## config.mk

```make
export PLATFORM = sky130hd
export DESIGN_NAME = adc_conversion_control
export DESIGN_NICKNAME = d
export VERILOG_FILES = /design/src/verilog/adc_conversion_control.v /design/src/verilog/adc_sar_core.v
export VERILOG_INCLUDE_DIRS = /design/src /design/src/pkg
export SDC_FILE = /design/constraint.sdc
export NUM_CORES = 1
export LEC_CHECK = 0
export ABC_AREA = 1
export BUFFER_PORTS_ARGS = -buffer_cell sky130_fd_sc_hd__buf_2
export CAP_MARGIN = 20
export CORE_UTILIZATION = 35
export DETAILED_ROUTE_END_ITERATION = 8
export HOLD_SLACK_MARGIN = 0.05
export PLACE_DENSITY = 0.68
export SETUP_SLACK_MARGIN = 0.3
export SYNTH_ARGS = -nofsm -noshare
export SYNTH_HDL_FRONTEND = slang
export SYNTH_SLANG_ARGS = --single-unit
export TNS_END_PERCENT = 100
```

## constraint.sdc

```tcl
create_clock -name clk_in -period 11.1 [get_ports clk_in]
set_input_delay 2.22 -clock clk_in [delete_from_list [all_inputs] [get_ports clk_in]]
set_output_delay 2.22 -clock clk_in [all_outputs]
set_load 0.05 [all_outputs]
```

## src/pkg/adc_ctrl_consts.vh

```
// Purpose: constants for the converter control block
// Assumes: clock of 200 MHz
// Notes: the calibration length is given in cpu clock cycles
`ifndef ADC_CTRL_CONSTS_VH
`define ADC_CTRL_CONSTS_VH
`define RESULT_WIDTH 10
`define CHAN_COUNT 24
`define GROUP_A_COUNT 16
`define GROUP_B_COUNT 8
`define CHAN_WIDTH 5
`define CAL_CYCLES 40630
`define MODE_SINGLE_ONCE 2'h0
`define MODE_SINGLE_CONT 2'h1
`define MODE_SCAN_ONCE 2'h2
`define MODE_SCAN_CONT 2'h3
`define TIME_WIDTH 8
`endif

```

## src/verilog/adc_conversion_control.v

```verilog
// Overview of operation
// - each conversion yields a 10-bit result after sample and hold
// - 24 channels, sixteen on group A and eight on group B
// - one control bit picks which port group supplies channels
// - sample time and conversion time are programmable
// - self-calibration after every reset, at most 40630 cycles
// - busy flag set during calibration, no conversion meanwhile
// - overrun request when result completes before previous was read
// - optional hold-off of next conversion until previous is read
// - single channel once: convert selected channel one time
// - single channel continuous: convert selected channel repeatedly
// - scan once: convert each selected channel once, store each
// - scan continuous: cycle through selected channels repeatedly
// - in scan modes each stored result raises a service request
// - wait-for-read in continuous modes buffers new result and pauses until read
// - one injected conversion during continuous mode, own register
// - unused analog pins stay readable as digital inputs
//
// Purpose: sequencing control for the analog-to-digital converter
// Assumes: control bits are plain ports sampled on the clock
// Notes: calibration count is a parameter so simulation can shorten it
`timescale 1ns/10ps
`include "adc_ctrl_consts.vh"
module adc_conversion_control #(
	parameter CAL_CYCLES = `CAL_CYCLES,
	parameter WIDTH = `RESULT_WIDTH,
	parameter TW = `TIME_WIDTH
) (
	input wire clk_in, // clock
	input wire rst_in, // async reset, active high
	input wire start_in, // start conversion pulse
	input wire stop_in, // end continuous mode pulse
	input wire [1:0] mode_in, // conversion mode
	input wire [4:0] channel_in, // channel, or scan top channel
	input wire group_sel_in, // 0 group A, 1 group B
	input wire overrun_hold_in, // suspend instead of flag overrun
	input wire wait_for_read_enable_in, // wait-for-read in continuous
	input wire [TW-1:0] sample_time_in, // sample cycles
	input wire [TW-1:0] conv_time_in, // conversion cycles
	input wire inject_req_in, // injection request pulse
	input wire [4:0] inject_channel_in, // injected channel
	input wire result_read_in, // result register read pulse
	input wire inject_read_in, // injection result read pulse
	input wire [16*WIDTH-1:0] group_a_level_in, // group A levels
	input wire [8*WIDTH-1:0] group_b_level_in, // group B levels
	input wire [15:0] group_a_pin_in, // group A digital pins
	input wire [7:0] group_b_pin_in, // group B digital pins
	output reg converter_busy_flag_out, // calibration or conversion
	output reg [WIDTH-1:0] conversion_result_register_out, // result
	output reg [4:0] result_channel_out, // channel of result
	output reg [WIDTH-1:0] injection_result_register_out, // injected
	output reg result_request_out, // one-cycle result request
	output reg overrun_irq_out, // one-cycle overrun request
	output reg inject_done_out, // one-cycle injection done
	output reg [15:0] group_a_digital_out, // digital read, group A
	output reg [7:0] group_b_digital_out // digital read, group B
);
	localparam ST_CAL = 3'h0;
	localparam ST_IDLE = 3'h1;
	localparam ST_CONV = 3'h2;
	localparam ST_WAIT = 3'h3;
	localparam ST_INJ = 3'h4;
	localparam CW = 16;

	// level of one channel from the selected group
	function [WIDTH-1:0] pick_level;
		input grp;
		input [4:0] ch;
		input [16*WIDTH-1:0] a;
		input [8*WIDTH-1:0] b;
		begin
			if (grp)
				pick_level = b[ch[2:0]*WIDTH +: WIDTH];
			else
				pick_level = a[ch[3:0]*WIDTH +: WIDTH];
		end
	endfunction

	reg [2:0] state;
	reg [CW-1:0] cal_count;
	reg [1:0] mode;
	reg [4:0] top_chan;
	reg [4:0] cur_chan;
	reg grp;
	reg unread;
	reg inj_pending;
	reg [4:0] inj_chan;
	reg [WIDTH-1:0] temp_buf;
	reg [4:0] temp_chan;
	reg core_start;
	reg [WIDTH-1:0] core_level;
	reg [4:0] conv_chan;
	wire core_busy;
	wire core_done;
	wire [WIDTH-1:0] core_result;
	wire continuous = mode[0];
	wire scan = mode[1];
	wire last_chan = (cur_chan == 5'h00);

	always @* begin
		if (state == ST_INJ)
			conv_chan = inj_chan;
		else
			conv_chan = cur_chan;
		core_level = pick_level(grp, conv_chan,
			group_a_level_in, group_b_level_in);
	end

	adc_sar_core #(.WIDTH(WIDTH), .TW(TW)) u_core (
		.clk_in(clk_in),
		.rst_in(rst_in),
		.start_in(core_start),
		.sample_time_in(sample_time_in),
		.conv_time_in(conv_time_in),
		.analog_in(core_level),
		.busy_out(core_busy),
		.done_out(core_done),
		.result_out(core_result)
	);

	// digital read of every pin, analog use does not disturb it
	genvar g;
	generate
		for (g = 0; g < 16; g = g + 1) begin : g_pin_a
			always @(posedge clk_in or posedge rst_in) begin
				if (rst_in)
					group_a_digital_out[g] <= 1'b0;
				else
					group_a_digital_out[g] <= group_a_pin_in[g];
			end
		end
		for (g = 0; g < 8; g = g + 1) begin : g_pin_b
			always @(posedge clk_in or posedge rst_in) begin
				if (rst_in)
					group_b_digital_out[g] <= 1'b0;
				else
					group_b_digital_out[g] <= group_b_pin_in[g];
			end
		end
	endgenerate

	always @(posedge clk_in or posedge rst_in) begin
		if (rst_in) begin
			state <= ST_CAL;
			cal_count <= {CW{1'b0}};
			converter_busy_flag_out <= 1'b1;
			mode <= `MODE_SINGLE_ONCE;
			top_chan <= 5'h00;
			cur_chan <= 5'h00;
			grp <= 1'b0;
			unread <= 1'b0;
			inj_pending <= 1'b0;
			inj_chan <= 5'h00;
			temp_buf <= {WIDTH{1'b0}};
			temp_chan <= 5'h00;
			core_start <= 1'b0;
			conversion_result_register_out <= {WIDTH{1'b0}};
			result_channel_out <= 5'h00;
			injection_result_register_out <= {WIDTH{1'b0}};
			result_request_out <= 1'b0;
			overrun_irq_out <= 1'b0;
			inject_done_out <= 1'b0;
		end else begin
			core_start <= 1'b0;
			result_request_out <= 1'b0;
			overrun_irq_out <= 1'b0;
			inject_done_out <= 1'b0;
			if (result_read_in)
				unread <= 1'b0;
			if (inject_req_in && continuous && state != ST_IDLE
				&& state != ST_CAL) begin
				inj_pending <= 1'b1;
				inj_chan <= inject_channel_in;
			end
			case (state)
			ST_CAL: begin
				if (cal_count == CAL_CYCLES[CW-1:0] - 1'b1) begin
					state <= ST_IDLE;
					converter_busy_flag_out <= 1'b0;
				end else
					cal_count <= cal_count + 1'b1;
			end
			ST_IDLE: begin
				if (start_in) begin
					mode <= mode_in;
					grp <= group_sel_in;
					top_chan <= channel_in;
					cur_chan <= channel_in;
					inj_pending <= 1'b0;
					state <= ST_CONV;
					core_start <= 1'b1;
					converter_busy_flag_out <= 1'b1;
				end
			end
			ST_CONV: begin
				if (core_done) begin
					if (unread && !result_read_in
						&& (wait_for_read_enable_in && continuous
						|| overrun_hold_in)) begin
						temp_buf <= core_result;
						temp_chan <= cur_chan;
						state <= ST_WAIT;
					end else begin
						if (unread && !result_read_in)
							overrun_irq_out <= 1'b1;
						conversion_result_register_out <= core_result;
						result_channel_out <= cur_chan;
						unread <= 1'b1;
						result_request_out <= 1'b1;
						if (scan)
							cur_chan <= last_chan ? top_chan
								: cur_chan - 5'h01;
						if (stop_in || !continuous
							&& (!scan || last_chan)) begin
							state <= ST_IDLE;
							converter_busy_flag_out <= 1'b0;
						end else if (inj_pending) begin
							state <= ST_INJ;
							core_start <= 1'b1;
						end else
							core_start <= 1'b1;
					end
				end
			end
			ST_WAIT: begin
				if (result_read_in) begin
					// buffered result moves up, conversion resumes unless stop_in or the end of a once run sends it to idle
					conversion_result_register_out <= temp_buf;
					result_channel_out <= temp_chan;
					unread <= 1'b1;
					result_request_out <= 1'b1;
					if (scan)
						cur_chan <= last_chan ? top_chan
							: cur_chan - 5'h01;
					if (stop_in || !continuous
						&& (!scan || last_chan)) begin
						state <= ST_IDLE;
						converter_busy_flag_out <= 1'b0;
					end else begin
						state <= ST_CONV;
						core_start <= 1'b1;
					end
				end
			end
			ST_INJ: begin
				if (core_done) begin
					injection_result_register_out <= core_result;
					inject_done_out <= 1'b1;
					inj_pending <= 1'b0;
					if (stop_in) begin
						state <= ST_IDLE;
						converter_busy_flag_out <= 1'b0;
					end else begin
						state <= ST_CONV;
						core_start <= 1'b1;
					end
				end
			end
			default: begin
				state <= ST_IDLE;
				converter_busy_flag_out <= 1'b0;
			end
			endcase
		end
	end
endmodule

```

## src/verilog/adc_sar_core.v

```verilog
// Purpose: one sample and conversion of a selected analog input
// Assumes: analog value arrives already digitised on a port
// Notes: sample phase then conversion phase, both counted in cycles
`timescale 1ns/10ps
`include "adc_ctrl_consts.vh"
module adc_sar_core #(
	parameter WIDTH = `RESULT_WIDTH,
	parameter TW = `TIME_WIDTH
) (
	input wire clk_in, // clock
	input wire rst_in, // async reset
	input wire start_in, // start pulse
	input wire [TW-1:0] sample_time_in, // sample cycles
	input wire [TW-1:0] conv_time_in, // conversion cycles
	input wire [WIDTH-1:0] analog_in, // selected input level
	output reg busy_out, // conversion running
	output reg done_out, // one-cycle result strobe
	output reg [WIDTH-1:0] result_out // converted value
);
	reg phase;
	reg [TW-1:0] count;
	reg [WIDTH-1:0] held;
	always @(posedge clk_in or posedge rst_in) begin
		if (rst_in) begin
			busy_out <= 1'b0;
			done_out <= 1'b0;
			result_out <= {WIDTH{1'b0}};
			phase <= 1'b0;
			count <= {TW{1'b0}};
			held <= {WIDTH{1'b0}};
		end else begin
			done_out <= 1'b0;
			if (!busy_out) begin
				if (start_in) begin
					busy_out <= 1'b1;
					phase <= 1'b0;
					count <= sample_time_in;
				end
			end else if (count != {TW{1'b0}}) begin
				count <= count - 1'b1;
			end else if (!phase) begin
				// sample and hold closes here
				held <= analog_in;
				phase <= 1'b1;
				count <= conv_time_in;
			end else begin
				busy_out <= 1'b0;
				done_out <= 1'b1;
				result_out <= held;
			end
		end
	end
endmodule

```

==> qor.csv <==
metric;value;unit
status;completed;
Multi-input gate area;4280;µm²
Final min period;3700;ps
CP bufs+invs;2;
hold path startpoint;top_chan[1];
CTS Sinks;138;
share of layout cells above drive strength 1;0.245;
M1 WL;13.1;mm
RR Startpoint;state[0];
number of hold violations in the final report;0;
filler cell count;2721;
Seq cells post-synth;138;
CTS hold repair buffers;0;
vias in the first global route;9127;
max incr delay on CP;710;ps
CTS Buf Count;17;
Rel. slew slack;0.274;
Syn Area/Cell;6.45;µm²
CTS resizes;0;
vias per cell;4.80;
Slew @ Worst Pin;1090;ps
Detail Route met2 WL;15.5;mm
initial core utilization;0.357;
first-pass GRT wire length;47.4;mm
critical path required time;11410;ps
final net count;2061;
DRT Wirelength;31.0;mm
Post-CTS Setup Repair Bufs;0;
GRT overflow;0;
Setup CP Type;reg2reg;
# IOs;355;
Residual DRC;0;
# port buffers;352;
Ys Warns;0;
most common cell after layout, fill and taps aside;nand2_1;
Clk pin slew, worst setup/hold paths;60;ps
CP Max Fanout;52;
final max-slew violation count;0;
# setup viols final;0;
# H-tree levels;4;
startpoint types;flop;
commonest cells after routing, fill and taps aside;365 x nand2_1, 352 x buf_2, 308 x inv_1;
worst-path cell chain;nor2_4 > nand2_2 > nand2_1 > nand2_2 > buf_4 > nand2_1 > nand3_1 > nand3_1 > nand3_1 > nand2_1 > inv_2 > a21oi_1;
clock latency on the worst-skew pair;420;ps
cell family with most CP delay;simple AND/OR/NAND/NOR gates;
drt pass-1 iters;5;
start point of the critical path;state[0];
routed vias;10106;
Iter 0 DRT Violations;715;
PD cells;227;nW/µm²
number of max-cap violations;0;
hold crit path type;reg2reg;
highest clock rate;271;MHz
Arr. time, crit path;4000;ps
Setup crit end kind;flop;
CTS max path bufs;2;
initial antenna violation count;7;
Die Span Y;165;µm
Die X;165;µm
critical path's slowest cell;nand2_2;
Cell variety after synth;36;
Non-Filler Instances;2104;
Top FF cell, synth;dfrtp_1;
Clock Skew;6.13;ps
CTS tree;built;
Reg area;3450;µm²
largest net degree at the start of global routing;101;
DR top layer;met5;
Max IR drop VDD;0.146;mV
register area share after synthesis;0.371;
total track usage;0.226;
gpl congestion;0.870;
WL/cell;14.8;µm
metal3 WL;1.80;mm
post-DP HPWL;23.4;mm
asr flop ratio synth;1.00;
CORE AREA;26100;µm²
FP Rows;59;
Mapped Nets;1751;
Mapped Area;9300;µm²
die area;27200;µm²
RSZ-0062 raised after global routing;false;
area delta synth->final;26.9;%
final worst-path cycle share;0.333;
Synth Instances;1443;
antenna viol nets, final;0;
Post-synth EDFFs;0;
leakage power;6.84;nW
root buffer cell;clkbuf_16;
setup TNS;0;ps
placed cells;2069;
cell type report:
class	count	share of cell area
Antenna cell	5	0.00106
Clock inverter	8	0.00806
Inverter	324	0.103
Timing Repair Buffer	363	0.156
Tap cell	335	0.0355
Clock buffer	22	0.0402
Sequential cell	138	0.293
Multi-Input combinational cell	909	0.363
final timing paths:
path                                            to  slack, ps  depth (start not counted)
min                                    top_chan[1]        470                          2
min in group asynchronous  group_a_digital_out[15]       1910                          2
max reg2reg                         u_core.held[8]       7400                         12
max                                 u_core.held[8]       7400                         12
max in group asynchronous              inj_chan[0]       7900                          3
min reg2reg                            top_chan[1]        470                          2
power breakdown:
group	leakage [nW]	internal [W]	switching, W	total, W
clock	0.278	0.000344	0.000203	0.000547
combinational	4.86	0.000440	0.000979	0.00142
sequential	1.71	0.000619	0.0000964	0.000716
total	6.84	0.00140	0.00128	0.00268
registers in the layout, summed over array words and instances (netlist names), 2 cells and up:
signal	flops
injection_result_register_out	10
state	3
group_b_digital_out	8
cur_chan	5
u_core.held	10
inj_chan	4
temp_chan	5
conversion_result_register_out	10
result_channel_out	5
cal_count	16
top_chan	5
u_core.count	8
mode	2
temp_buf	10
group_a_digital_out	16
u_core.result_out	10
per-stage QoR:
stage	instance area (µm²)	utilization	total power (W)	setup WS [ps]	hold slack, ps
after floorplan	9300	-	0.00174	5190	437
after global placement	11200	0.431	0.00214	7200	452
after detailed placement	11200	0.431	0.00215	7160	456
after CTS	11800	0.452	0.00271	7430	468
after global routing	11800	0.453	0.00289	7100	498
final	11800	0.453	0.00268	7400	469
worst reg2reg max path, delay by kind of cell (launching register included):
kind | cells | cell delay (ps)
DFF | 1 | 510
AOI/OAI and AO/OA | 1 | 50
and+or+nand+nor | 9 | 2410
buffers and inverters | 2 | 610
metal layers:
metal / global-route usage / vias to the layer above
li1: - / 5077
met1: 0.284 / 4596
met2: 0.394 / 387
met3: 0.0337 / 42
met4: 0.0701 / 4
met5: 0 / -
cells by family (layout without fill, tap and decap cells):
kind of cell / Yosys count / count (layout) / share of synthesized area
buffers and inverters: 396 / 717 / 0.170
xor gates and xnor gates: 17 / 17 / 0.0160
other: 0 / 5 / 0
AOI/OAI and AO/OA: 131 / 131 / 0.0801
DFF: 138 / 138 / 0.371
adders and majority gates: 6 / 6 / 0.00807
and+or+nand+nor: 755 / 755 / 0.354
synthesized netlist by cell type (all sizes together) (3+ instances only):
library cell,n,area [µm²]
nand2,370,1400
inv,322,1210
nand3,291,1460
dfrtp,137,3430
o21ai,75,405
nor2,67,272
clkbuf,37,139
buf,35,228
a31oi,24,150
a21oi,22,110
or2,12,75.1
xor2,11,96.3
nor3,7,40.0
ha,6,75.1
xnor2,6,52.6
o211ai,4,30.0
nand4,3,18.8
nor4,3,18.8
No activity file was read; power rests on OpenSTA's default activity.
